### src/ofs_defs.svh
// Constants and register map of the output function selector
// Behaviour
// - Code 5 drives output on motor overload
// - Code 6 drives output on inverse-time overload trip
// - Code 7 drives output on underload warning
// - Code 8 drives output on fan warning
// - Code 9 drives output on overload plus stall
// - Code 10 drives output on DC overvoltage
// - Code 11 drives output on DC undervoltage
// - Code 12 drives output on drive overheat
// - Code 13 drives output on lost command
// - Code 14 runs with voltage, off in DC braking
// - Code 15 drives output when stopped, no voltage
// - Code 16 drives output at steady speed
// - Code 17 drives output on drive line
// - Code 18 drives output on mains line
// - Code 19 drives output during speed search
// - Code 22 drives output when ready
// - Code 28 drives output after timer delay
// - Code 29 drives output after fault trip
// - Code 34 follows analog threshold comparison
// - Code 35 drives brake release signal
// - Code 40 drives output during energy buffering
// - Status register shows one bit per output
`ifndef OFS_DEFS_SVH
`define OFS_DEFS_SVH
`define OFS_ADDR_RELAY1_SEL   12'h000
`define OFS_ADDR_RELAY2_SEL   12'h004
`define OFS_ADDR_TR_SEL       12'h008
`define OFS_ADDR_DO_STATUS    12'h00c
`define OFS_ADDR_TIMER_DLY    12'h010
`define OFS_ADDR_AN_ON_LVL    12'h014
`define OFS_ADDR_AN_OFF_LVL   12'h018
`define OFS_RST_RELAY1_SEL    6'h1d
`define OFS_RST_RELAY2_SEL    6'h0e
`define OFS_RST_TR_SEL        6'h0e
`define OFS_RST_TIMER_DLY     24'h000000
`define OFS_RST_AN_ON_LVL     12'h800
`define OFS_RST_AN_OFF_LVL    12'h400
`define OFS_SEL_W             6
`define OFS_DLY_W             24
`define OFS_AN_W              12
`define OFS_NUM_OUT           3
`endif

### src/ofs_pkg.sv
// Types of the output function selector
package ofs_pkg;
    typedef enum logic [5:0] {
        OFS_FN_NONE      = 6'h00,
        OFS_FN_OVERLOAD  = 6'h05,
        OFS_FN_IOL_TRIP  = 6'h06,
        OFS_FN_UNDERLOAD = 6'h07,
        OFS_FN_FAN_WARN  = 6'h08,
        OFS_FN_STALL     = 6'h09,
        OFS_FN_OVER_VOLT = 6'h0a,
        OFS_FN_LOW_VOLT  = 6'h0b,
        OFS_FN_OVER_HEAT = 6'h0c,
        OFS_FN_LOST_CMD  = 6'h0d,
        OFS_FN_RUN       = 6'h0e,
        OFS_FN_STOP      = 6'h0f,
        OFS_FN_STEADY    = 6'h10,
        OFS_FN_DRV_LINE  = 6'h11,
        OFS_FN_MAIN_LINE = 6'h12,
        OFS_FN_SPD_SRCH  = 6'h13,
        OFS_FN_READY     = 6'h16,
        OFS_FN_TIMER_OUT = 6'h1c,
        OFS_FN_TRIP      = 6'h1d,
        OFS_FN_ONOFF     = 6'h22,
        OFS_FN_BRAKE     = 6'h23,
        OFS_FN_KEB       = 6'h28
    } ofs_fn_t;

    // Internal drive conditions, one bit each
    typedef struct packed {
        logic motor_overload;
        logic inverse_time_overload_trip;
        logic underload_warn;
        logic fan_warn;
        logic stall;
        logic dc_over_volt;
        logic dc_under_volt;
        logic over_heat;
        logic analog_cmd_lost;
        logic comm_cmd_lost;
        logic card_cmd_lost;
        logic run_cmd;
        logic output_volt_on;
        logic dc_braking;
        logic accelerating;
        logic decelerating;
        logic drive_line;
        logic mains_line;
        logic speed_search;
        logic ready;
        logic timer_trigger;
        logic fault_trip;
        logic brake_release_output;
        logic energy_buffering_active;
    } ofs_cond_t;
endpackage

### src/ofs_fn_mux.sv
// One output selector: function code to output level
`timescale 1ns/10ps
module ofs_fn_mux (
    // Selection
    input  wire logic [5:0]       sel,
    // Conditions
    input  wire ofs_pkg::ofs_cond_t cond,
    input  wire logic             timer_done,
    input  wire logic             analog_on,
    // Result
    output logic                  level
);
    always_comb begin
        case (sel)
            ofs_pkg::OFS_FN_OVERLOAD:  level = cond.motor_overload;
            ofs_pkg::OFS_FN_IOL_TRIP:
                level = cond.inverse_time_overload_trip;
            ofs_pkg::OFS_FN_UNDERLOAD: level = cond.underload_warn;
            ofs_pkg::OFS_FN_FAN_WARN:  level = cond.fan_warn;
            ofs_pkg::OFS_FN_STALL:
                level = cond.motor_overload & cond.stall;
            ofs_pkg::OFS_FN_OVER_VOLT: level = cond.dc_over_volt;
            ofs_pkg::OFS_FN_LOW_VOLT:  level = cond.dc_under_volt;
            ofs_pkg::OFS_FN_OVER_HEAT: level = cond.over_heat;
            ofs_pkg::OFS_FN_LOST_CMD:
                level = cond.analog_cmd_lost | cond.comm_cmd_lost
                      | cond.card_cmd_lost;
            ofs_pkg::OFS_FN_RUN:
                level = cond.run_cmd & cond.output_volt_on
                      & ~cond.dc_braking;
            ofs_pkg::OFS_FN_STOP:
                level = ~cond.run_cmd & ~cond.output_volt_on;
            ofs_pkg::OFS_FN_STEADY:
                level = cond.run_cmd & cond.output_volt_on
                      & ~cond.accelerating & ~cond.decelerating;
            ofs_pkg::OFS_FN_DRV_LINE:  level = cond.drive_line;
            ofs_pkg::OFS_FN_MAIN_LINE: level = cond.mains_line;
            ofs_pkg::OFS_FN_SPD_SRCH:  level = cond.speed_search;
            ofs_pkg::OFS_FN_READY:     level = cond.ready;
            ofs_pkg::OFS_FN_TIMER_OUT: level = timer_done;
            ofs_pkg::OFS_FN_TRIP:      level = cond.fault_trip;
            ofs_pkg::OFS_FN_ONOFF:     level = analog_on;
            ofs_pkg::OFS_FN_BRAKE:
                level = cond.brake_release_output;
            ofs_pkg::OFS_FN_KEB:
                level = cond.energy_buffering_active;
            default:                   level = 1'b0;
        endcase
    end
endmodule

### src/ofs_output_function_selector.sv
// Top of the output function selector with its APB register file
`timescale 1ns/10ps
`include "ofs_defs.svh"
module ofs_output_function_selector #(
    parameter int DLY_W = `OFS_DLY_W,
    parameter int AN_W  = `OFS_AN_W
) (
    // Clock and reset
    input  wire logic             pclk,
    input  wire logic             presetn,
    // APB slave
    input  wire logic             psel,
    input  wire logic             penable,
    input  wire logic             pwrite,
    input  wire logic [11:0]      paddr,
    input  wire logic [31:0]      pwdata,
    input  wire logic [3:0]       pstrb,
    output logic      [31:0]      prdata,
    output logic                  pready,
    output logic                  pslverr,
    // Drive conditions, asynchronous to pclk
    input  wire ofs_pkg::ofs_cond_t cond_in,
    input  wire logic [AN_W-1:0]  analog_value,
    // Outputs
    output logic                  relay1_out,
    output logic                  relay2_out,
    output logic                  transistor_output
);
    localparam int NO = `OFS_NUM_OUT;

    // Registers
    logic [5:0]        sel_q [NO];
    logic [DLY_W-1:0]  timer_dly_q;
    logic [AN_W-1:0]   an_on_q;
    logic [AN_W-1:0]   an_off_q;
    logic [NO-1:0]     out_q;
    logic [31:0]       prdata_q;
    logic              pready_q;
    logic              pslverr_q;

    // Synchronisers
    ofs_pkg::ofs_cond_t cond_s1_q;
    ofs_pkg::ofs_cond_t cond_s2_q;
    logic [AN_W-1:0]   an_s1_q;
    logic [AN_W-1:0]   an_s2_q;
    logic [AN_W-1:0]   an_s3_q;

    // Timer and comparator state
    logic [DLY_W-1:0]  tmr_cnt_q;
    logic              timer_done_q;
    logic              analog_on_q;

    logic [NO-1:0]     level;
    logic              setup_ph;
    logic              acc_ph;
    logic              wr_en;
    logic              addr_ok;

    // Merge write data under byte strobes
    function automatic logic [31:0] strb_merge(input logic [31:0] old,
                                               input logic [31:0] nw,
                                               input logic [3:0]  st);
        logic [31:0] r;
        r = old;
        for (int b = 0; b < 4; b++) begin
            if (st[b]) begin
                r[b*8 +: 8] = nw[b*8 +: 8];
            end
        end
        return r;
    endfunction

    function automatic logic addr_mapped(input logic [11:0] a);
        logic m;
        m = 1'b0;
        if (a == `OFS_ADDR_RELAY1_SEL) begin
            m = 1'b1;
        end else if (a == `OFS_ADDR_RELAY2_SEL) begin
            m = 1'b1;
        end else if (a == `OFS_ADDR_TR_SEL) begin
            m = 1'b1;
        end else if (a == `OFS_ADDR_DO_STATUS) begin
            m = 1'b1;
        end else if (a == `OFS_ADDR_TIMER_DLY) begin
            m = 1'b1;
        end else if (a == `OFS_ADDR_AN_ON_LVL) begin
            m = 1'b1;
        end else if (a == `OFS_ADDR_AN_OFF_LVL) begin
            m = 1'b1;
        end
        return m;
    endfunction

    // No wait state: answer in the first access cycle after setup
    assign setup_ph = psel & ~penable;
    assign acc_ph   = psel & penable & pready_q;
    assign addr_ok  = addr_mapped(paddr);
    assign wr_en    = acc_ph & pwrite & addr_ok;

    always_ff @(posedge pclk or negedge presetn) begin
        if (!presetn) begin
            pready_q  <= 1'b0;
            pslverr_q <= 1'b0;
        end else begin
            pready_q  <= setup_ph;
            pslverr_q <= setup_ph & ~addr_mapped(paddr);
        end
    end

    // Selector registers
    always_ff @(posedge pclk or negedge presetn) begin
        if (!presetn) begin
            sel_q[0] <= `OFS_RST_RELAY1_SEL;
            sel_q[1] <= `OFS_RST_RELAY2_SEL;
            sel_q[2] <= `OFS_RST_TR_SEL;
        end else if (wr_en) begin
            if (paddr == `OFS_ADDR_RELAY1_SEL) begin
                sel_q[0] <= 6'(strb_merge({26'h0, sel_q[0]}, pwdata, pstrb));
            end else if (paddr == `OFS_ADDR_RELAY2_SEL) begin
                sel_q[1] <= 6'(strb_merge({26'h0, sel_q[1]}, pwdata, pstrb));
            end else if (paddr == `OFS_ADDR_TR_SEL) begin
                sel_q[2] <= 6'(strb_merge({26'h0, sel_q[2]}, pwdata, pstrb));
            end
        end
    end

    // Timer delay and analog thresholds
    always_ff @(posedge pclk or negedge presetn) begin
        if (!presetn) begin
            timer_dly_q <= DLY_W'(`OFS_RST_TIMER_DLY);
            an_on_q     <= AN_W'(`OFS_RST_AN_ON_LVL);
            an_off_q    <= AN_W'(`OFS_RST_AN_OFF_LVL);
        end else if (wr_en) begin
            if (paddr == `OFS_ADDR_TIMER_DLY) begin
                timer_dly_q <= DLY_W'(strb_merge(32'(timer_dly_q), pwdata,
                                                 pstrb));
            end else if (paddr == `OFS_ADDR_AN_ON_LVL) begin
                an_on_q <= AN_W'(strb_merge(32'(an_on_q), pwdata, pstrb));
            end else if (paddr == `OFS_ADDR_AN_OFF_LVL) begin
                an_off_q <= AN_W'(strb_merge(32'(an_off_q), pwdata, pstrb));
            end
        end
    end

    // Read data, captured during setup so it stands in the access cycle
    always_ff @(posedge pclk or negedge presetn) begin
        if (!presetn) begin
            prdata_q <= 32'h0;
        end else if (setup_ph & ~pwrite) begin
            if (paddr == `OFS_ADDR_RELAY1_SEL) begin
                prdata_q <= {26'h0, sel_q[0]};
            end else if (paddr == `OFS_ADDR_RELAY2_SEL) begin
                prdata_q <= {26'h0, sel_q[1]};
            end else if (paddr == `OFS_ADDR_TR_SEL) begin
                prdata_q <= {26'h0, sel_q[2]};
            end else if (paddr == `OFS_ADDR_DO_STATUS) begin
                prdata_q <= {29'h0, out_q};
            end else if (paddr == `OFS_ADDR_TIMER_DLY) begin
                prdata_q <= 32'(timer_dly_q);
            end else if (paddr == `OFS_ADDR_AN_ON_LVL) begin
                prdata_q <= 32'(an_on_q);
            end else if (paddr == `OFS_ADDR_AN_OFF_LVL) begin
                prdata_q <= 32'(an_off_q);
            end else begin
                prdata_q <= 32'h0;
            end
        end
    end

    // Conditions arrive from other logic: two flip-flops each
    always_ff @(posedge pclk or negedge presetn) begin
        if (!presetn) begin
            cond_s1_q <= '0;
            cond_s2_q <= '0;
        end else begin
            cond_s1_q <= cond_in;
            cond_s2_q <= cond_s1_q;
        end
    end

    // Analog word passes three flip-flops and is used only when the last two samples agree,
    // since a multi-bit bus may be caught mid-change
    always_ff @(posedge pclk or negedge presetn) begin
        if (!presetn) begin
            an_s1_q <= '0;
            an_s2_q <= '0;
            an_s3_q <= '0;
        end else begin
            an_s1_q <= analog_value;
            an_s2_q <= an_s1_q;
            an_s3_q <= an_s2_q;
        end
    end

    // Hysteresis comparator; on level above off level gives a band
    always_ff @(posedge pclk or negedge presetn) begin
        if (!presetn) begin
            analog_on_q <= 1'b0;
        end else if (an_s2_q == an_s3_q) begin
            if (an_s2_q >= an_on_q) begin
                analog_on_q <= 1'b1;
            end else if (an_s2_q <= an_off_q) begin
                analog_on_q <= 1'b0;
            end
        end
    end

    // Delay after the timer input; drops as soon as the input drops
    always_ff @(posedge pclk or negedge presetn) begin
        if (!presetn) begin
            tmr_cnt_q    <= '0;
            timer_done_q <= 1'b0;
        end else if (!cond_s2_q.timer_trigger) begin
            tmr_cnt_q    <= '0;
            timer_done_q <= 1'b0;
        end else if (tmr_cnt_q >= timer_dly_q) begin
            timer_done_q <= 1'b1;
        end else begin
            tmr_cnt_q <= tmr_cnt_q + DLY_W'(1);
        end
    end

    // Each output has its own selector
    for (genvar i = 0; i < NO; i++) begin : g_sel
        ofs_fn_mux u_mux (
            .sel        (sel_q[i]),
            .cond       (cond_s2_q),
            .timer_done (timer_done_q),
            .analog_on  (analog_on_q),
            .level      (level[i])
        );
    end

    always_ff @(posedge pclk or negedge presetn) begin
        if (!presetn) begin
            out_q <= '0;
        end else begin
            out_q <= level;
        end
    end

    assign relay1_out        = out_q[0];
    assign relay2_out        = out_q[1];
    assign transistor_output = out_q[2];
    assign prdata            = prdata_q;
    assign pready            = pready_q;
    assign pslverr           = pslverr_q;
endmodule

### config.mk
export PLATFORM = sky130hd
export DESIGN_NAME = ofs_output_function_selector
export DESIGN_NICKNAME = d
export VERILOG_FILES = /design/src/ofs_pkg.sv /design/src/ofs_fn_mux.sv /design/src/ofs_output_function_selector.sv
export VERILOG_INCLUDE_DIRS = /design/src
export SDC_FILE = /design/constraint.sdc
export NUM_CORES = 1
export LEC_CHECK = 0
export BUFFER_PORTS_ARGS = -buffer_cell sky130_fd_sc_hd__buf_2
export CAP_MARGIN = 20
export CORE_AREA = 2 2 128 130
export DETAILED_ROUTE_END_ITERATION = 7
export DIE_AREA = 0 0 130 132
export PLACE_DENSITY_LB_ADDON = 0.12
export SYNTH_ARGS = -nofsm -noshare
export SYNTH_HDL_FRONTEND = slang
export SYNTH_SLANG_ARGS = --single-unit
### constraint.sdc
create_clock -name pclk -period 3.54 [get_ports pclk]
set_input_delay 0.354 -clock pclk [delete_from_list [all_inputs] [get_ports pclk]]
set_output_delay 0.354 -clock pclk [all_outputs]
set_load 0.05 [all_outputs]
== Yosys cells after proc, flatten, opt, wreduce, memory -nomap -nowiden ==
Index checks and enable logic that the tools add are counted.

* Memory bits (read-only): 0
* Output and inout bits: 37
* Flip-flop bits (word level): 213
* Memories kept: 0
* Input port bits: 89
* Bits in writable memories: 0
* Logic and storage cells: 207
* Latch bits: 0

* Divide/modulo/power cells: 0
* Shift-type cells: 0
* Bitwise logic cells: 27
* Muxes and demuxes: 23
* Eq/ne operators: 72
* Reductions and logical operators: 13
* Multipliers: 0
* Order comparisons: 3
* Add/sub/neg operators: 1

{| class="wikitable"
|+ Operator list
! operator !! number
|-
| $mux 24 || 7
|-
| $eq 6x4->1 const B || 24
|-
| $eq 6x5->1 const B || 21
|-
| $pmux 1 s21 || 3
|-
| $eq 6x3->1 const B || 9
|-
| $eq 6x6->1 const B || 9
|-
| $eq 12x5->1 const B || 3
|-
| $add 24x1->24 const B || 1
|-
| $eq 12x4->1 const B || 2
|-
| $ge 24x24->1 || 1
|-
| $mux 12 || 2
|-
| $reduce_and 5->1 || 3
|-
| $and 1x1->1 || 13
|-
| $eq 12x12->1 || 1
|-
| $eq 12x3->1 const B || 1
|-
| $ge 12x12->1 || 1
|-
| $le 12x12->1 || 1
|-
| $logic_not 12->1 || 1
|-
| $not 1->1 || 12
|-
| $reduce_and 3->1 || 4
|-
| $reduce_and 4->1 || 3
|-
| $mux 1 || 11
|-
| $ne 2x1->1 const B || 1
|-
| $ne 2x2->1 const B || 1
|-
| other kinds (3) || 4
|}

== Logic depth before layout (Yosys ltp) ==
* Depth after elaboration: 10
* Gate-level depth with buffers: 10
* Mapped depth without buffers: 8

== Cells and area by module ==
Synthesis repeated with hierarchy kept, for this count alone.

* Cell total of the unflattened synthesis: 902
* Area, all modules: 10141.0 um^2

{| class="wikitable"
|+ By module, submodules not included
! module !! times used !! seq. area each (um^2) !! area each (um^2) !! cells an instance
|-
| ofs_output_function_selector || 1 || 5144.9 || 9007.4 || 740
|-
| ofs_fn_mux || 3 || 0.0 || 377.9 || 54
|}

== Worst setup path after synthesis ==
OpenSTA, ideal clock, no wires.

* Path type: flip-flop to flip-flop
* Start point: register tmr_cnt_q[15]
* End point: register tmr_cnt_q[17]
* Period minus slack after synthesis: 2163 ps
* Buffers on the path: 1
* Path slack: 1377 ps
* Arrival: 2085 ps
* Cell stages (with the launch flop): 9
* Required time: 3462 ps
* Cell sequence: dfrtp_1 ha_1 a21oi_1 o21ai_0 a22oi_1 nand3_1 buf_2 or4_1 a21oi_1

* Word-level cells in the longest chain between the ends: 3
* Elaborated cells between the ends (all ways): 5
* Those cells by class: add/sub: 1; order compare: 1; eq/ne: 1; mux: 2

{| class="wikitable"
|+ RTL lines
! element !! RTL line !! source
|-
| start: declaration || ofs_output_function_selector.sv:49 || <nowiki>logic [DLY_W-1:0] tmr_cnt_q;</nowiki>
|-
| start signal: assignment || ofs_output_function_selector.sv:219 || <nowiki>tmr_cnt_q <= tmr_cnt_q + DLY_W'(1);</nowiki>
|-
| $add 24x1->24 || ofs_output_function_selector.sv:219 ||
|-
| $mux 24 || ofs_output_function_selector.sv:216 || <nowiki>end else if (tmr_cnt_q >= timer_dly_q) begin</nowiki>
|-
| $mux 24 || ofs_output_function_selector.sv:213 || <nowiki>end else if (!cond_s2_q.timer_trigger) begin</nowiki>
|}

Parallel ways exist; a longest one is shown, timed or not. The select of a mux whose other input is x is not followed.
A chain may end at the register's enable or synchronous reset.

== Final worst setup path ==
* Start point: register tmr_cnt_q[17]
* End point: register tmr_cnt_q[7]

* Word-level cells in the longest chain between the ends: 2

{| class="wikitable"
|+ RTL lines
! element !! RTL line
|-
| $ge 24x24->1 || ofs_output_function_selector.sv:216
|-
| $ne 2x2->1 (no line) || --
|}

No other way between the ends.

==> results.sh <==
export IMPL_synthDistinctLibCells=69
export IMPL_tightest_slew_ns=1.00
export IMPL_rsz0062_at_grt="no"
export IMPL_cts_tree="yes"
export IMPL_ys_seq_area_share_pct=53.3
export IMPL_ant_nets=0
export IMPL_min_path_cells=3
export IMPL_dp_slack_ns=0.754
export IMPL_async_flop_share_pct=100
export IMPL_dp_cells=1206
export IMPL_grt_usage_pct=27.8
export IMPL_dieArea_um2=17200
export IMPL_cp_required_ns=3.96
export IMPL_use_met1_pct=38.9
export IMPL_cts_made_buffers=21
export IMPL_busiest_layer="met2"
export IMPL_synth_avg_cell_area_um2=10.6
export IMPL_drive_above_1_share_pct=18.9
export IMPL_timing_final_ws_setup_ns=0.709
export IMPL_cts_sinks=205
export IMPL_die_w_um=130
export IMPL_worstSetupEndpointType="register"
export IMPL_r2r_start="tmr_cnt_q[17]"
export IMPL_cts_max_path_buffers=3
export IMPL_status="finished clean"
export IMPL_routed_wl_um=23200
export IMPL_worstSetupPathType="register to register"
export IMPL_diodes=0
export IMPL_std_cell_rows=46
export IMPL_finalHoldViolations=0
export IMPL_drv_slew=0
export IMPL_setup_tns_ns=0
export IMPL_period_share_pct=80.0
export IMPL_crit_end="tmr_cnt_q[7]"
export IMPL_setup_viol_count_final=0
export IMPL_core_area_um2=15700
export IMPL_antenna_found_initial=0
export IMPL_postCtsSetupBuffers=0
export IMPL_slew_headroom_pct=32.9
export IMPL_ioPinCount=126
export IMPL_grt_pass1_vias=7292
export IMPL_dr_pass1_iters=5
export IMPL_maxCapViolations=0
export IMPL_layoutNonFillerInstCount=1281
export IMPL_peakVddDrop_mv=0.471
export IMPL_synth_cells=913
export IMPL_synth_area_um2=9660
export IMPL_htree_levels=1
export IMPL_reg2reg_to="tmr_cnt_q[7]"
export IMPL_critical_path_max_fanout=20
export IMPL_final_core_util_pct=72.7
export IMPL_ys_seq_elements=205
export IMPL_use_met3_pct=3.81
export IMPL_p_total_mw=4.89
export IMPL_grt_max_degree=105
export IMPL_synth_edf_count=0
export IMPL_numPortBuffers=108
export IMPL_fmax_mhz=353
export IMPL_period_minus_slack_ns=2.83
export IMPL_yosys_warnings=0
export IMPL_hpwlAfterDp_um=16200
export IMPL_grt_util_met2_pct=45.1
export IMPL_start_util_pct=61.5
export IMPL_syn2layout_area_growth_pct=18.2
export IMPL_power_leakage_nw=5.32
export IMPL_fill_cells=1171
export IMPL_final_seq_area_um2=5140
export IMPL_crit_path_start_kind="register"
export IMPL_vias=7390
export IMPL_cp_arrival_ns=3.25
export IMPL_drtIter0Drc=544
export IMPL_remaining_drc_errors=0
export IMPL_vias_per_cell=5.77
export IMPL_cts_root_buf="clkbuf_16"
export IMPL_grt_overflow_total=0
export IMPL_die_height_um=132
export IMPL_hold_path_class="input port to register"
export IMPL_multi_input_area_um2=4100
export IMPL_place_congestion=0.957
export IMPL_clk_pin_slew_ns=0.06
export IMPL_critPathLaunch="tmr_cnt_q[17]"
export IMPL_layout_nets=1188
export IMPL_synthFlopType="dfrtp_1"
export IMPL_wl_per_cell_um=18.1
export IMPL_r2r_setup_slack_ns=0.71
export IMPL_grt_pass1_wl_um=37700
export IMPL_clk_latency_ns=0.51
export IMPL_skew_ns=0.0171
export IMPL_ff2ff_path_depth=7
export IMPL_powerDensity_nw_per_um2=428
-- cells by family (layout without fill, tap and decap cells) --
logic type,after synthesis,in the layout,synth area share [%]
muxes,44,44,5.20
other,1,8,0.0388
DFF,205,205,53.3
adders and majority gates,49,49,6.35
buffers and inverters,106,251,4.56
AOI/OAI and AO/OA,219,219,14.2
and+or+nand+nor,275,275,15.1
xor gates and xnor gates,14,14,1.27
-- critical path, stage by stage, from the launching register on --
cell and delay [ns]:
dfrtp_1 0.44, ha_1 0.32, a21oi_1 0.12, o21ai_0 0.09, a21oi_1 0.36, nand3_1 0.58
or4_1 0.68, a21oi_1 0.16
-- metal layers --
| layer | wire length, um | part of all wire (%) |
|---|---|---|
| met1 | 10200 | 44 |
| met4 | 818 | 3.5 |
| met2 | 11300 | 49 |
| met3 | 961 | 4.1 |
| met5 | 0 | 0 |
-- layout make-up --
| type | count | share of cell area [%] |
|---|---|---|
| clock buffer | 34 | 5.56 |
| sequential | 205 | 45.1 |
| timing repair buffer | 151 | 8.67 |
| inverter | 62 | 2.04 |
| tap | 216 | 2.37 |
| clock inverter | 4 | 0.427 |
| multi-input combinational | 609 | 35.9 |
-- worst min-delay path by stage --
| stage | to | startpoint | slack (ns) |
|---|---|---|---|
| global route | timer_dly_q[15] | pwdata[15] | 0.06 |
| global placement | cond_s2_q[3] | cond_s1_q[3] | 0.33 |
| CTS | timer_dly_q[14] | pwdata[14] | 0.05 |
| floorplan | an_off_q[0] | presetn | 0.06 |
| detailed placement | cond_s2_q[21] | cond_s1_q[21] | 0.34 |
| finish | timer_dly_q[15] | pwdata[15] | 0.06 |
-- cells in the final DEF (no fill, tap or decap), types with 8 or more instances in the layout --
cell           count
a21oi_1           45
a22o_1            17
buf_2            107
clkbuf_16         21
conb_1             8
dfrtp_1          193
dfstp_2           12
dlygate4sd3_1     37
ha_1              49
inv_1             61
mux2_2            25
mux2i_1           13
nand2_1           95
nand3_1           27
nand4_1           21
nor2_1            38
nor2b_1           14
nor3_1            11
nor4_1             8
o21ai_0           85
o31ai_1            8
or3_1             16
xnor2_1           13
-- power by group --
group / internal (mW) / switching [mW] / total, mW
sequential: 2.40 / 0.0430 / 2.44
combinational: 0.104 / 0.160 / 0.264
clock: 1.30 / 0.891 / 2.19
-- synth_stat cells, drive strengths merged, types with 4 or more instances --
library cell / number / area share, %
a21o: 4 / 0.31
a21oi: 45 / 2.3
a221oi: 4 / 0.36
a22o: 17 / 1.5
a22oi: 7 / 0.54
a31oi: 7 / 0.45
a32oi: 4 / 0.36
and3: 8 / 0.58
buf: 13 / 0.95
clkbuf: 31 / 1.2
dfrtp: 193 / 50
dfstp: 12 / 3.3
ha: 49 / 6.3
inv: 62 / 2.4
mux2: 31 / 3.8
mux2i: 13 / 1.3
nand2: 96 / 3.8
nand2b: 7 / 0.45
nand3: 28 / 1.5
nand4: 21 / 1.4
nor2: 38 / 1.5
nor2b: 14 / 0.91
nor3: 14 / 0.88
nor3b: 6 / 0.47
nor4: 11 / 1.2
o211ai: 4 / 0.36
o21a: 5 / 0.39
o21ai: 86 / 4.5
o31a: 4 / 0.36
o31ai: 8 / 0.62
or3: 16 / 1.0
or4: 5 / 0.43
xnor2: 13 / 1.2
-- repair_timing --
action,in CTS,in global routing
endpoints found under the setup margin,0,0
hold buffers,37,0
endpoints found under the hold margin,126,0
resized for setup,0,0
-- registers in the layout (all words and copies together), names as in the netlist, 3 cells and up --
name,flops
an_off_q,12
an_on_q,12
an_s1_q,12
an_s2_q,12
an_s3_q,12
cond_s1_q,24
cond_s2_q,24
out_q,3
prdata,24
sel_q,18
timer_dly_q,24
tmr_cnt_q,24
-- through the flow --
step                      area, um2  hold WS [ns]
after floorplan                9680        0.0584
after global placement        10400         0.332
after detailed placement      10400         0.336
after CTS                     11400        0.0515
after global routing          11400        0.0606
final                         11400        0.0599
Power figures use the tool's default switching activity.
